`src/rtl/wdtps_pkg.sv`:
```
package wdtps_pkg;
    // watchdog count width and prewarning length in watchdog counts
    localparam int          CNT_W          = 16;
    localparam logic [15:0] CNT_RELOAD     = 16'h0000;
    localparam logic [15:0] CNT_MAX        = 16'hFFFF;
    localparam logic [7:0]  PREWARN_COUNTS = 8'h30;
    // base counter: one watchdog count per BASE_DIV clock cycles
    localparam int          BASE_W         = 8;
    localparam logic [7:0]  BASE_DIV_M1    = 8'hFF;
    // pll feedback divider
    localparam int          DIV_W          = 5;
    localparam logic [4:0]  DIV_DEFAULT    = 5'h18;
    // length of the watchdog reset pulse in clock cycles, minus one
    localparam logic [3:0]  RST_PULSE_M1   = 4'hF;

    typedef enum logic [1:0] {
        WDTPS_COUNT,
        WDTPS_PREWARN,
        WDTPS_RESET
    } wdtps_state_t;
endpackage

```
`src/rtl/wdtps_watchdog.sv`:
```
`timescale 1ns/1ps
module wdtps_watchdog #(
    // last count before overflow, base divider minus one
    parameter logic [15:0] CNT_MAX     = wdtps_pkg::CNT_MAX,
    parameter logic [7:0]  BASE_DIV_M1 = wdtps_pkg::BASE_DIV_M1
) (
    // clock and reset
    input  wire logic                      ref_clk,
    input  wire logic                      rst_b,
    // software control
    input  wire logic                      enable,
    input  wire logic                      refresh_bit,
    input  wire logic                      suspend_en,
    // on-chip debug logic
    input  wire logic                      debug_mode,
    input  wire logic                      monitor_mode,
    // pll divider configuration
    input  wire logic                      div_wr,
    input  wire logic [wdtps_pkg::DIV_W-1:0] div_wdata,
    // status and results
    output logic                           nmi_req,
    output logic                           prewarn,
    output logic                           wdt_reset,
    output logic [wdtps_pkg::CNT_W-1:0]    count,
    output logic [wdtps_pkg::DIV_W-1:0]    pll_feedback_divider
);
    // last prewarning count, one below the period length
    localparam logic [7:0] PRE_LAST = wdtps_pkg::PREWARN_COUNTS - 8'h01;

    wdtps_pkg::wdtps_state_t      state_reg;
    logic [wdtps_pkg::BASE_W-1:0] base_reg;
    logic [7:0]                   pre_reg;
    logic [3:0]                   rst_cnt_reg;
    logic                         suspended;
    logic                         base_wrap;
    logic                         tick;
    logic                         refresh_ok;
    logic                         in_count;
    logic                         in_warn;
    logic                         in_reset;
    logic                         overflow;
    logic                         pre_done;
    logic                         pulse_done;

    // true when a counter stands on its last value
    function automatic logic at_last(input logic [15:0] value,
                                     input logic [15:0] last);
        return value == last;
    endfunction

    assign in_count = (state_reg == wdtps_pkg::WDTPS_COUNT);
    assign in_warn  = (state_reg == wdtps_pkg::WDTPS_PREWARN);
    assign in_reset = (state_reg == wdtps_pkg::WDTPS_RESET);

    // monitor mode always suspends, debug mode only when opted in
    assign suspended = (suspend_en && debug_mode) || monitor_mode;
    assign base_wrap = at_last(16'(base_reg), 16'(BASE_DIV_M1));
    assign tick      = enable && !suspended && base_wrap;

    // refresh writes only count in the count state, not during prewarning or the reset pulse
    assign refresh_ok = refresh_bit && in_count;

    // overflow only on a tick at the top count with no refresh pending
    assign overflow = in_count && !refresh_ok && tick &&
                      at_last(count, CNT_MAX);
    assign pre_done = in_warn && tick &&
                      at_last(16'(pre_reg), 16'(PRE_LAST));
    assign pulse_done = in_reset &&
                        at_last(16'(rst_cnt_reg),
                                16'(wdtps_pkg::RST_PULSE_M1));

    // base prescaler, cleared by any accepted refresh, suspended or not
    always_ff @(posedge ref_clk or negedge rst_b) begin
        if (!rst_b) begin
            base_reg <= '0;
        end else if (refresh_ok || !enable) begin
            base_reg <= '0;
        end else if (!suspended) begin
            if (base_wrap) begin
                base_reg <= '0;
            end else begin
                base_reg <= base_reg + 1'b1;
            end
        end
    end

    // state sequence: count, prewarning, reset pulse
    always_ff @(posedge ref_clk or negedge rst_b) begin
        if (!rst_b) begin
            state_reg <= wdtps_pkg::WDTPS_COUNT;
        end else begin
            case (state_reg)
                wdtps_pkg::WDTPS_COUNT: begin
                    if (overflow) begin
                        state_reg <= wdtps_pkg::WDTPS_PREWARN;
                    end
                end
                wdtps_pkg::WDTPS_PREWARN: begin
                    // refresh writes are not looked at here
                    if (pre_done) begin
                        state_reg <= wdtps_pkg::WDTPS_RESET;
                    end
                end
                wdtps_pkg::WDTPS_RESET: begin
                    if (pulse_done) begin
                        state_reg <= wdtps_pkg::WDTPS_COUNT;
                    end
                end
                default: begin
                    state_reg <= wdtps_pkg::WDTPS_COUNT;
                end
            endcase
        end
    end

    // watchdog count; holds at the top value through prewarning
    always_ff @(posedge ref_clk or negedge rst_b) begin
        if (!rst_b) begin
            count <= wdtps_pkg::CNT_RELOAD;
        end else if (in_count) begin
            if (refresh_ok || !enable) begin
                count <= wdtps_pkg::CNT_RELOAD;
            end else if (tick && !at_last(count, CNT_MAX)) begin
                count <= count + 16'h0001;
            end
        end else if (pulse_done) begin
            count <= wdtps_pkg::CNT_RELOAD;
        end
    end

    // prewarning length in watchdog counts
    always_ff @(posedge ref_clk or negedge rst_b) begin
        if (!rst_b) begin
            pre_reg <= '0;
        end else if (overflow || pulse_done) begin
            pre_reg <= '0;
        end else if (in_warn && tick && !pre_done) begin
            pre_reg <= pre_reg + 8'h01;
        end
    end

    // length of the watchdog reset pulse
    always_ff @(posedge ref_clk or negedge rst_b) begin
        if (!rst_b) begin
            rst_cnt_reg <= '0;
        end else if (pre_done) begin
            rst_cnt_reg <= '0;
        end else if (in_reset && !pulse_done) begin
            rst_cnt_reg <= rst_cnt_reg + 4'h1;
        end
    end

    // one-cycle interrupt request at overflow
    always_ff @(posedge ref_clk or negedge rst_b) begin
        if (!rst_b) begin
            nmi_req <= 1'b0;
        end else begin
            nmi_req <= overflow;
        end
    end

    // prewarning flag, from overflow until the reset pulse starts
    always_ff @(posedge ref_clk or negedge rst_b) begin
        if (!rst_b) begin
            prewarn <= 1'b0;
        end else if (overflow) begin
            prewarn <= 1'b1;
        end else if (pre_done) begin
            prewarn <= 1'b0;
        end
    end

    // watchdog reset request, a fixed pulse after prewarning
    always_ff @(posedge ref_clk or negedge rst_b) begin
        if (!rst_b) begin
            wdt_reset <= 1'b0;
        end else if (pre_done) begin
            wdt_reset <= 1'b1;
        end else if (pulse_done) begin
            wdt_reset <= 1'b0;
        end
    end

    // divider only reset by rst_b, never by the watchdog reset
    always_ff @(posedge ref_clk or negedge rst_b) begin
        if (!rst_b) begin
            pll_feedback_divider <= wdtps_pkg::DIV_DEFAULT;
        end else if (div_wr && !wdt_reset) begin
            pll_feedback_divider <= div_wdata;
        end
    end
endmodule // wdtps_watchdog

```
`config.mk`:
```
export PLATFORM = sky130hd
export DESIGN_NAME = wdtps_watchdog
export DESIGN_NICKNAME = d
export VERILOG_FILES = /design/src/rtl/wdtps_pkg.sv /design/src/rtl/wdtps_watchdog.sv
export SDC_FILE = /design/constraint.sdc
export NUM_CORES = 1
export LEC_CHECK = 0
export ABC_AREA = 0
export BUFFER_PORTS_ARGS = -buffer_cell sky130_fd_sc_hd__buf_4
export CELL_PAD_IN_SITES_DETAIL_PLACEMENT = 0
export CELL_PAD_IN_SITES_GLOBAL_PLACEMENT = 1
export CORE_ASPECT_RATIO = 0.75
export CORE_MARGIN = 3
export CORE_UTILIZATION = 43
export DETAILED_ROUTE_END_ITERATION = 10
export PLACE_DENSITY = 0.89
export SLEW_MARGIN = 5
export SYNTH_ARGS = -nofsm -noshare
export SYNTH_HDL_FRONTEND = slang
export SYNTH_SLANG_ARGS = --single-unit
```
`constraint.sdc`:
```
create_clock -name ref_clk -period 3.5 [get_ports ref_clk]
set_input_delay 0.525 -clock ref_clk [delete_from_list [all_inputs] [get_ports ref_clk]]
set_output_delay 0.525 -clock ref_clk [all_outputs]
set_load 0.01 [all_outputs]
```
## Word level (Yosys, flattened, before mapping)

Cells that the tools add are included.
Widths: inputs -> output; s select.

- Register bits after elaboration: 46
- Bits in latches: 0
- Memory bits (writable): 0
- Memory bits (read-only): 0
- Input port bits: 13
- Word-level logic and storage cells: 75
- Memories: 0

- Add/sub/neg operators: 4
- Multipliers: 0
- Div/mod/pow operators: 0
- Order comparisons: 0
- Eq/ne operators: 11
- Shift-type cells: 0
- Muxes and demuxes: 19
- Bitwise gates (word level): 0
- Reductions and logical operators: 32

Operators by type and width:

| cell | number |
|---|---|
| $mux 16 | 4 |
| $mux 8 | 5 |
| $add 16x1->16 const B | 1 |
| $add 8x1->8 const B | 2 |
| $eq 16x16->1 const B | 1 |
| $logic_and 1x1->1 | 14 |
| $reduce_bool 2->1 | 5 |
| $eq 8x6->1 const B | 1 |
| $eq 8x8->1 const B | 1 |
| $mux 4 | 2 |
| $ne 2x1->1 const B | 4 |
| $logic_not 1->1 | 7 |
| $mux 2 | 3 |
| $pmux 2 s3 | 1 |
| $add 4x1->4 const B | 1 |
| $eq 4x4->1 const B | 1 |
| $mux 1 | 4 |
| $logic_or 1x1->1 | 3 |
| $ne 3x1->1 const B | 1 |
| $reduce_and 3->1 | 1 |
| $eq 2x1->1 const B | 1 |
| $eq 2x2->1 const B | 1 |
| $logic_not 2->1 | 1 |
| $reduce_and 2->1 | 1 |

## Longest topological paths before layout

Gate-level depths: netlist (run 1).

- Word-level depth: 11
- Depth in mapped cells: 8
- Mapped depth without buffers: 6

## Worst setup path after synthesis (run 1)

OpenSTA, ideal clock, no wires.

- Path kind: input to register
- Start: input suspend_en
- End: register count[7] (netlist bit)
- Arrival time: 2186 ps
- Required time: 3376 ps
- Slack: 1190 ps
- Stages: 7
- Cells stage by stage: a21o_1 or2_0 buf_2 or4_1 buf_2 o211a_1 a211o_1

- Longest elaborated chain between the ends: 8

Ends and longest elaborated chain:

| element | RTL line | RTL |
|---|---|---|
| start: declaration | wdtps_watchdog.sv:13 | `input wire logic suspend_en,` |
| $logic_and 1x1->1 | wdtps_watchdog.sv:56 | `assign suspended = (suspend_en && debug_mode) \|\| monitor_mode;` |
| $logic_or 1x1->1 | wdtps_watchdog.sv:56 |  |
| $logic_not 1->1 | - |  |
| $logic_and 1x1->1 (2 in a row) | wdtps_watchdog.sv:58 | `assign tick = enable && !suspended && base_wrap;` |
| $logic_and 1x1->1 | wdtps_watchdog.sv:123 | `end else if (tick && !at_last(count, CNT_MAX)) begin` |
| $ne 3x1->1 (no source line) | - |  |
| $reduce_and 2->1 (no source line) | - |  |
| end signal: assignment | wdtps_watchdog.sv:122 | `count <= wdtps_pkg::CNT_RELOAD;` |
| end signal: assignment | wdtps_watchdog.sv:124 | `count <= count + 16'h0001;` |
| end signal: assignment | wdtps_watchdog.sv:127 | `count <= wdtps_pkg::CNT_RELOAD;` |
| end: declaration | wdtps_watchdog.sv:24 | `output logic [wdtps_pkg::CNT_W-1:0] count,` |

Every way passes these cells.
A chain may end at the register's enable or synchronous reset.

## Final worst setup path (run 1)

- Start: register base_reg[0] (netlist bit)
- End: register count[7] (netlist bit)

- Longest elaborated chain between the ends: 5

Ends and longest elaborated chain:

| element | RTL line | RTL |
|---|---|---|
| start: declaration | wdtps_watchdog.sv:31 | `logic [wdtps_pkg::BASE_W-1:0] base_reg;` |
| start signal: assignment | wdtps_watchdog.sv:82 | `base_reg <= base_reg + 1'b1;` |
| $eq 8x8->1 | wdtps_watchdog.sv:48 | `return value == last;` |
| $logic_and 1x1->1 | wdtps_watchdog.sv:58 |  |
| $logic_and 1x1->1 | wdtps_watchdog.sv:123 |  |
| $ne 3x1->1 (no source line) | - |  |
| $reduce_and 2->1 (no source line) | - |  |

Every way passes these cells.

==> results of run 1 <==
[synthesized netlist by cell type, types with 5 or more instances]
cell type  instances  share of area (%)
nand3_1           20                4.1
nand4_1            9                2.3
inv_1              5               0.76
o211ai_1           7                2.1
nor3_1             7                1.4
nor4_1             7                1.8
o21ai_0            6                1.2
nand2_1           42                6.4
nor2_1            22                3.4
dfrtp_1           44                 45
a21oi_1            9                1.8
clkbuf_1           8                1.2
or4_1              6                1.8
mux2_2             5                2.3
xor2_1            11                3.9
and3_1             7                1.8
[cell usage in the layout (no fill, tap or decap), types with 2 or more instances in the layout]
cell type  instances
dfrtp_1           44
nand2_1           42
buf_4             39
nor2_1            22
nand3_1           20
xor2_1            11
nand4_1            9
a21oi_1            9
nor3_1             7
nor4_1             7
and3_1             7
o211ai_1           7
o21ai_0            6
or4_1              6
clkbuf_8           6
inv_1              5
mux2_2             5
a21o_1             4
a32oi_1            4
ha_1               4
nor2b_1            3
nand2b_1           3
and2_1             3
o311ai_1           3
a211o_1            3
xnor2_1            2
and4_1             2
dfstp_2            2
[metal layers]
layer  vias to the layer above  global-route usage, %
met5                         -                      0
met4                         0                   5.20
met3                         5                   4.30
met2                        53                   25.9
met1                      1001                   28.8
li1                       1048                      -
[stage by stage]
step | power, mW | util (%) | hold slack (ns) | worst slack (ns) | area (um^2)
2_1_floorplan | 0.568 | - | 0.229 | 1.19 | 2460
3_3_place_gp | 0.597 | 51.5 | 0.470 | 0.965 | 2800
3_5_place_dp | 0.598 | 51.5 | 0.479 | 0.925 | 2800
4_1_cts | 0.942 | 53.2 | 0.243 | 1.05 | 2890
5_1_grt | 0.968 | 53.2 | 0.263 | 0.963 | 2890
6_report | 0.931 | 53.2 | 0.220 | 1.05 | 2890
[final cells by class]
| cell class | count | area [um^2] |
|---|---|---|
| fill | 498 | 2550 |
| multi-input combinational | 205 | 1240 |
| sequential | 46 | 1150 |
| timing repair buffer | 39 | 293 |
| tap | 75 | 93.8 |
| clock buffer | 7 | 86.3 |
| inverter | 5 | 18.8 |
| clock inverter | 1 | 5.00 |
[report_power, final]
part | switching, mW | total (mW) | internal (mW)
sequential | 0.00232 | 0.538 | 0.536
clock | 0.184 | 0.344 | 0.160
combinational | 0.0300 | 0.0488 | 0.0188
total | 0.216 | 0.931 | 0.714
[how the worst max path moves through the flow]
stage | from | cells after the start | to
finish | base_reg[0]$_DFFE_PN0P_ | 6 | count[7]$_DFFE_PN0P_
CTS | base_reg[0]$_DFFE_PN0P_ | 6 | count[7]$_DFFE_PN0P_
global route | base_reg[0]$_DFFE_PN0P_ | 6 | count[7]$_DFFE_PN0P_
detailed placement | suspend_en | 6 | count[7]$_DFFE_PN0P_
global placement | suspend_en | 6 | count[7]$_DFFE_PN0P_
floorplan | suspend_en | 7 | count[7]$_DFFE_PN0P_
[cell families (layout without fill, tap and decap cells)]
logic type / Yosys count / count (layout) / synth area share [%]
compound gates: 45 / 45 / 13.2
mux: 5 / 5 / 2.29
simple gates: 138 / 138 / 28.3
buf+inv: 16 / 52 / 2.60
flops: 46 / 46 / 46.9
xor+xnor: 13 / 13 / 4.63
fa+ha+maj: 4 / 4 / 2.04
==> flow_metrics.py, run 1 <==
metrics = {
    "min_path": {
        "min_path_type": "in2async",
    },
    "synth": {
        "synth-seq-cells": 46,
        "syn-instance-count": 267,
        "synth_edf_count": 0,
        "ys_types": 44,
        "synth_flop_cell": "dfrtp_1",
        "netlist_area_um2": 2460,
        "synthArstFlopShare_pct": 100,
        "synth_nets": 284,
        "yosys_warnings": 0,
        "syn-mean-instance-area_um2": 9.21,
        "seq_area_frac_synth_pct": 46.9,
    },
    "setup_path": {
        "worst_path_dominant_cell_family": "simple AND/OR/NAND/NOR gates",
        "r2r_slack_ns": 1.05,
        "cpMaxStageDelayCell": "or4_1",
        "path_class": "reg2reg",
        "r2r_start": "base_reg[0]$_DFFE_PN0P_",
        "path_max_fanout": 9,
        "reg2regPathDepth": 6,
        "critPathMaxStageDelay_ns": 0.73,
        "worst-path-buf-inv": 0,
        "crit_required_ns": 3.70,
        "cp_data_arrival_time_ns": 2.64,
        "start_kind": "flop",
        "crit_path_end_kind": "flop",
        "worst_r2r_endpoint": "count[7]$_DFFE_PN0P_",
        "path_cells": "ha_1 > nand3_2 > or2_0 > or4_1 > o211a_1 > a211o_1",
    },
    "clock_tree": {
        "cts.htree.levels": 2,
        "cts.sinks": 46,
        "post-cts-setup-buffers": 0,
        "hold_buffers": 0,
        "cts_tree": "built",
        "cts_made_buffers": 5,
        "cts-resized-gates": 0,
        "clockRootBuffer": "clkbuf_8",
        "clk_latency_ns": 0.30,
        "clockBufferDepth": 2,
        "clk_pin_slew_ns": 0.09,
    },
    "power_and_ir_drop": {
        "cellPowerDensity_nw_per_um2": 322,
        "vdd_drop_max_uv": 171,
        "p_leak_nw": 1.33,
    },
    "sta": {
        "rsz0062_at_grt": "no",
        "fin_crit_ns": 2.45,
        "slew_headroom_pct": 39.8,
        "clock.fmax_mhz": 408,
        "fin_crit_sh_pct": 70.0,
        "setup_tns_ns": 0,
        "setup_viol_count_final": 0,
        "final_max_slew_viol_count": 0,
        "hold_violations": 0,
        "finClkSkew_ns": 0.00148,
        "max_slew.worst_pin.slew_ns": 0.895,
    },
    "placed_design": {
        "io_buffer_count": 36,
        "dp_cells": 370,
        "hpwl_um": 4250,
        "gp_congestion": 0.839,
    },
    "detailed_routing": {
        "wl_per_cell_um": 15.5,
        "postRouteAntennaNets": 0,
        "wl_met3_um": 344,
        "drt-initial-drc-count": 137,
        "dr.pass1.iters": 5,
        "vias": 2107,
        "wirelength_met1_um": 2990,
        "routed_wl_um": 5860,
        "drc_errors": 0,
        "top_layer": "met4",
        "routed-wl-met2_um": 2470,
        "viasPerCell": 5.57,
    },
    "floorplanning": {
        "die-height_um": 71.5,
        "fp.dieW_um": 93.3,
        "initial_core_util_pct": 45.2,
        "num_rows": 23,
        "io_pins": 37,
        "die_area_um2": 6670,
        "coreArea_um2": 5440,
    },
    "global_route": {
        "grt_pass1_wl_um": 9780,
        "gr-usage-all-layers_pct": 18.6,
        "grt_pass1_vias": 1972,
        "grt_max_degree": 47,
        "gr-total-overflow": 0,
        "antenna_found_initial": 0,
    },
    "layout": {
        "largest_reg_flops": 16,
        "final-instance-count-excl-fill": 378,
        "drive_gt1_share_pct": 18.5,
        "nets": 319,
        "areaGrowthSynthToFinish_pct": 17.6,
        "diodes": 0,
    },
    "run_status": {
        "status": "completed",
    },
    "run": {
        "cap_violations": 0,
    },
}
(Power assumes the default switching activity.)
==> inputs of run 2 (changes only) <==
clock period = 2.6 ns   (was 3.5 ns; I/O delays follow)
==> flow_metrics.py, run 2 (synthesis gave the netlist of run 1 again) <==
metrics = {
    "clock_tree": {
        "clk_pin_slew_ns": 0.09,
        "hold_buffers": 0,
        "post-cts-setup-buffers": 0,
        "clk_latency_ns": 0.30,
        "cts.htree.levels": 2,
        "cts_made_buffers": 5,
        "cts.sinks": 46,
        "clockBufferDepth": 2,
        "cts-resized-gates": 0,
        "cts_tree": "built",
        "clockRootBuffer": "clkbuf_8",
    },
    "sta": {
        "final_max_slew_viol_count": 0,
        "slew_headroom_pct": 56.4,
        "fin_crit_sh_pct": 89.0,
        "clock.fmax_mhz": 432,
        "setup_tns_ns": 0,
        "max_slew.worst_pin.slew_ns": 0.655,
        "finClkSkew_ns": 0.00517,
        "fin_crit_ns": 2.31,
        "setup_viol_count_final": 0,
        "rsz0062_at_grt": "no",
        "hold_violations": 0,
    },
    "setup_path": {
        "crit_path_end_kind": "flop",
        "path_depth": 6,
        "start_kind": "flop",
        "path_cells": "ha_1 > nand3_2 > or2_0 > or4_1 > o211a_1 > a211o_1",
        "path_max_fanout": 9,
        "critPathMaxStageDelay_ns": 0.71,
        "worst-path-buf-inv": 0,
        "crit_required_ns": 2.79,
        "reg2regPathDepth": 6,
        "path_class": "reg2reg",
        "cp_data_arrival_time_ns": 2.51,
        "cpMaxStageDelayCell": "or4_1",
        "r2r_slack_ns": 0.29,
        "worst_path_dominant_cell_family": "simple AND/OR/NAND/NOR gates",
    },
    "detailed_routing": {
        "dr.pass1.iters": 4,
        "postRouteAntennaNets": 0,
        "routed_wl_um": 5760,
        "viasPerCell": 5.47,
        "vias": 2100,
        "drt-initial-drc-count": 149,
        "wl_per_cell_um": 15.0,
        "drc_errors": 0,
    },
    "placed_design": {
        "gp_congestion": 0.849,
        "hpwl_um": 4290,
        "io_buffer_count": 36,
        "post_dp_cell_area_um2": 2850,
    },
    "layout": {
        "diodes": 0,
        "areaGrowthSynthToFinish_pct": 19.4,
        "nets": 325,
        "final_util_pct": 54.0,
        "layout_common_cells": "buf_4 (45), dfrtp_1 (44), nand2_1 (42)",
        "final_area_um2": 2940,
        "final_common_cell": "buf_4",
        "largest_reg_flops": 16,
        "drive_gt1_share_pct": 20.4,
        "nFillCells": 506,
    },
    "global_route": {
        "gr-usage-all-layers_pct": 18.8,
        "grt_pass1_wl_um": 9850,
        "grt_max_degree": 47,
        "antenna_found_initial": 0,
        "gr-total-overflow": 0,
        "grt_pass1_vias": 1961,
    },
    "power_and_ir_drop": {
        "vdd_drop_max_uv": 277,
        "power.total_mw": 1.23,
        "p_clk_share_pct": 35.9,
        "cellPowerDensity_nw_per_um2": 420,
        "power_frac_seq_pct": 58.8,
        "pwr-share-comb_pct": 5.3,
        "p_leak_nw": 1.36,
        "p_int_uw": 936,
        "p_switching_uw": 296,
        "switching_share_pct": 24.0,
    },
    "floorplanning": {
        "initial_core_util_pct": 45.2,
        "io_pins": 37,
        "num_rows": 23,
        "die-height_um": 71.5,
        "fp.dieW_um": 93.3,
        "coreArea_um2": 5440,
        "die_area_um2": 6670,
    },
    "min_path": {
        "min_path_type": "in2async",
    },
    "run": {
        "cap_violations": 0,
    },
    "run_status": {
        "status": "completed",
    },
}
run 2: changes by cell type in the layout (fill, tap and decap cells not counted):
cell / before / now
clkbuf_1: 1 / 0
clkinv_4: 0 / 1
buf_4: 39 / 45
clkbuf_8: 6 / 5
clkinvlp_4: 0 / 1
run 2: cell type report:
| type | instances | area, um^2 | area share, % |
|---|---|---|---|
| clock buffer | 5 | 68.8 | 2.34 |
| clock inverter | 3 | 21.3 | 0.725 |
| inverter | 5 | 18.8 | 0.639 |
| multi-input combinational | 205 | 1240 | 42.3 |
| sequential | 46 | 1150 | 39.3 |
| tap | 75 | 93.8 | 3.20 |
| timing repair buffer | 45 | 338 | 11.5 |
run 2: worst paths after layout:
kind                                          from                                  end
max                        base_reg[0]$_DFFE_PN0P_                 count[7]$_DFFE_PN0P_
min                                          rst_b                count[14]$_DFFE_PN0P_
max reg2reg                base_reg[0]$_DFFE_PN0P_                 count[7]$_DFFE_PN0P_
min reg2reg                    prewarn$_DFFE_PN0P_                  prewarn$_DFFE_PN0P_
max in group asynchronous                    rst_b           rst_cnt_reg[3]$_DFFE_PN0P_
min in group ref_clk                  div_wdata[1]  pll_feedback_divider[1]$_DFFE_PN0P_
run 2: metrics by stage:
| stage | instances | setup WS, ns | hold WS, ns |
|---|---|---|---|
| floorplan | 267 | 0.375 | 0.0944 |
| global placement | 376 | 0.295 | 0.432 |
| detailed placement | 376 | 0.271 | 0.435 |
| CTS | 384 | 0.281 | 0.103 |
| global route | 384 | 0.140 | 0.104 |
| finish | 384 | 0.287 | 0.0743 |
run 2: power by group through the flow:
stage               logic, mW  registers, mW  clock network, mW
floorplan              0.0245          0.740                  0
global placement       0.0660          0.738                  0
detailed placement     0.0668          0.738                  0
CTS                    0.0668          0.724              0.465
global route           0.0733          0.725              0.490
finish                 0.0648          0.724              0.443
run 2: metal layers:
| metal | track usage, % | wire length, um | vias to the layer above |
|---|---|---|---|
| met3 | 3.57 | 299 | 6 |
| met4 | 5.37 | 59 | 0 |
| met1 | 29.8 | 2970 | 987 |
| li1 | - | - | 1058 |
| met2 | 25.8 | 2420 | 49 |
| met5 | 0 | 0 | - |
==> inputs of run 3 (changes only) <==
clock period = 2.2 ns   (was 2.6 ns; I/O delays follow)
==> flow_metrics.py, run 3 (synthesis gave the netlist of run 1 again) <==
metrics = {
    "detailed_routing": {
        "dr.pass1.iters": 5,
        "routed_wl_um": 5580,
        "drt-initial-drc-count": 116,
        "wl_per_cell_um": 14.0,
        "postRouteAntennaNets": 0,
        "drc_errors": 0,
        "viasPerCell": 5.49,
        "vias": 2186,
    },
    "sta": {
        "hold_violations": 0,
        "holdWs_ns": 0.0197,
        "fin_crit_ns": 2.04,
        "final_max_slew_viol_count": 0,
        "fin_crit_sh_pct": 92.8,
        "finClkSkew_ns": 0.0108,
        "setup_ws_ns": 0.158,
        "setup_viol_count_final": 0,
        "slew_headroom_pct": 60.6,
        "rsz0062_at_grt": "no",
        "setup_tns_ns": 0,
        "clock.fmax_mhz": 490,
        "max_slew.worst_pin.slew_ns": 0.591,
    },
    "floorplanning": {
        "die-height_um": 71.5,
        "initial_core_util_pct": 45.2,
        "io_pins": 37,
        "coreArea_um2": 5440,
        "fp.dieW_um": 93.3,
        "num_rows": 23,
        "die_area_um2": 6670,
    },
    "global_route": {
        "antenna_found_initial": 0,
        "grt_max_degree": 47,
        "grt_pass1_wl_um": 9450,
        "gr-usage-all-layers_pct": 17.4,
        "grt_pass1_vias": 2092,
        "gr-total-overflow": 0,
    },
    "setup_path": {
        "worst-path-buf-inv": 1,
        "start_kind": "flop",
        "crit_path_end_kind": "flop",
        "worst_path_dominant_cell_family": "simple AND/OR/NAND/NOR gates",
        "critPathMaxStageDelay_ns": 0.59,
        "path_max_fanout": 5,
        "path_class": "reg2reg",
        "cp_data_arrival_time_ns": 2.28,
        "cpMaxStageDelayCell": "or4_1",
        "path_cells": "ha_2 > nand3_2 > or2_0 > buf_4 > or4_1 > nor3_1 > a211o_1",
        "crit_required_ns": 2.44,
    },
    "layout": {
        "areaGrowthSynthToFinish_pct": 25.3,
        "largest_reg_flops": 16,
        "layout_common_cells": "buf_4 (59), dfrtp_1 (44), nand2_1 (42)",
        "nets": 339,
        "final_common_cell": "buf_4",
        "diodes": 0,
        "final_util_pct": 56.7,
        "drive_gt1_share_pct": 25.1,
    },
    "power_and_ir_drop": {
        "p_leak_nw": 1.44,
        "cellPowerDensity_nw_per_um2": 512,
        "vdd_drop_max_uv": 382,
    },
    "run_status": {
        "status": "completed",
    },
    "clock_tree": {
        "clk_latency_ns": 0.30,
        "clockRootBuffer": "clkbuf_8",
        "cts.sinks": 46,
        "cts_tree": "built",
        "post-cts-setup-buffers": 0,
        "clk_pin_slew_ns": 0.10,
        "cts.htree.levels": 2,
        "clockBufferDepth": 2,
        "cts_made_buffers": 5,
    },
    "placed_design": {
        "gp_congestion": 0.821,
        "place_ws_ns": 0.121,
        "hpwl_um": 4080,
        "io_buffer_count": 36,
    },
    "min_path": {
        "min_path_type": "in2async",
    },
    "run": {
        "cap_violations": 0,
    },
}
==> run 3: metal layers <==
layer | share of wire (%) | global-route usage (%)
met5 | 0 | 0
met1 | 50 | 25.8
met2 | 43 | 25.9
met4 | 0.56 | 3.41
met3 | 6.8 | 4.72
==> run 3: layout make-up <==
class	count	area, um^2
fillers	480	2360
multi-input cells	205	1260
flip-flops and latches	46	1150
repair buffers	59	443
well taps	75	93.8
clock buffers	5	68.8
clock inverters	3	43.8
inverters	5	18.8
==> run 3: per-stage QoR <==
step                std cells  power (mW)  cell area, um^2
finish                    398        1.58             3080
global placement          390       0.953             2950
detailed placement        390       0.953             2950
CTS                       398        1.59             3070
global route              398        1.64             3080
floorplan                 267       0.904             2470
==> run 3: worst reg2reg max path, delay by kind of cell (launching register included) <==
kind | cells | cell delay (ns)
buf+inv | 1 | 0.16
compound gates | 1 | 0.11
simple gates | 4 | 1.10
flops | 1 | 0.40
fa+ha+maj | 1 | 0.21
==> run 3: repair_timing <==
item | in CTS | in global routing
hold buffers | 0 | 0
setup endpoints to repair | 0 | 19
resized for setup | 0 | 3
endpoints found under the hold margin | 0 | 0
==> run 3: power by group <==
group / total, mW / switching [mW] / leakage (nW) / internal [mW]
sequential: 0.856 / 0.00342 / 0.606 / 0.852
combinational: 0.0784 / 0.0461 / 0.779 / 0.0323
clock: 0.645 / 0.304 / 0.0585 / 0.341
total: 1.58 / 0.354 / 1.44 / 1.23
==> run 3: final timing paths <==
path	from	to	slack (ns)	cells after the start
worst max-delay path	base_reg[0]$_DFFE_PN0P_	count[6]$_DFFE_PN0P_	0.16	7
min in group ref_clk	div_wdata[2]	pll_feedback_divider[2]$_DFFE_PN0P_	0.26	2
max in group asynchronous	rst_b	base_reg[4]$_DFFE_PN0P_	1.78	1
worst min register to register	prewarn$_DFFE_PN0P_	prewarn$_DFFE_PN0P_	0.49	2
worst min-delay path	rst_b	pre_reg[6]$_DFFE_PN0P_	0.02	1
worst max register to register	base_reg[0]$_DFFE_PN0P_	count[6]$_DFFE_PN0P_	0.16	7
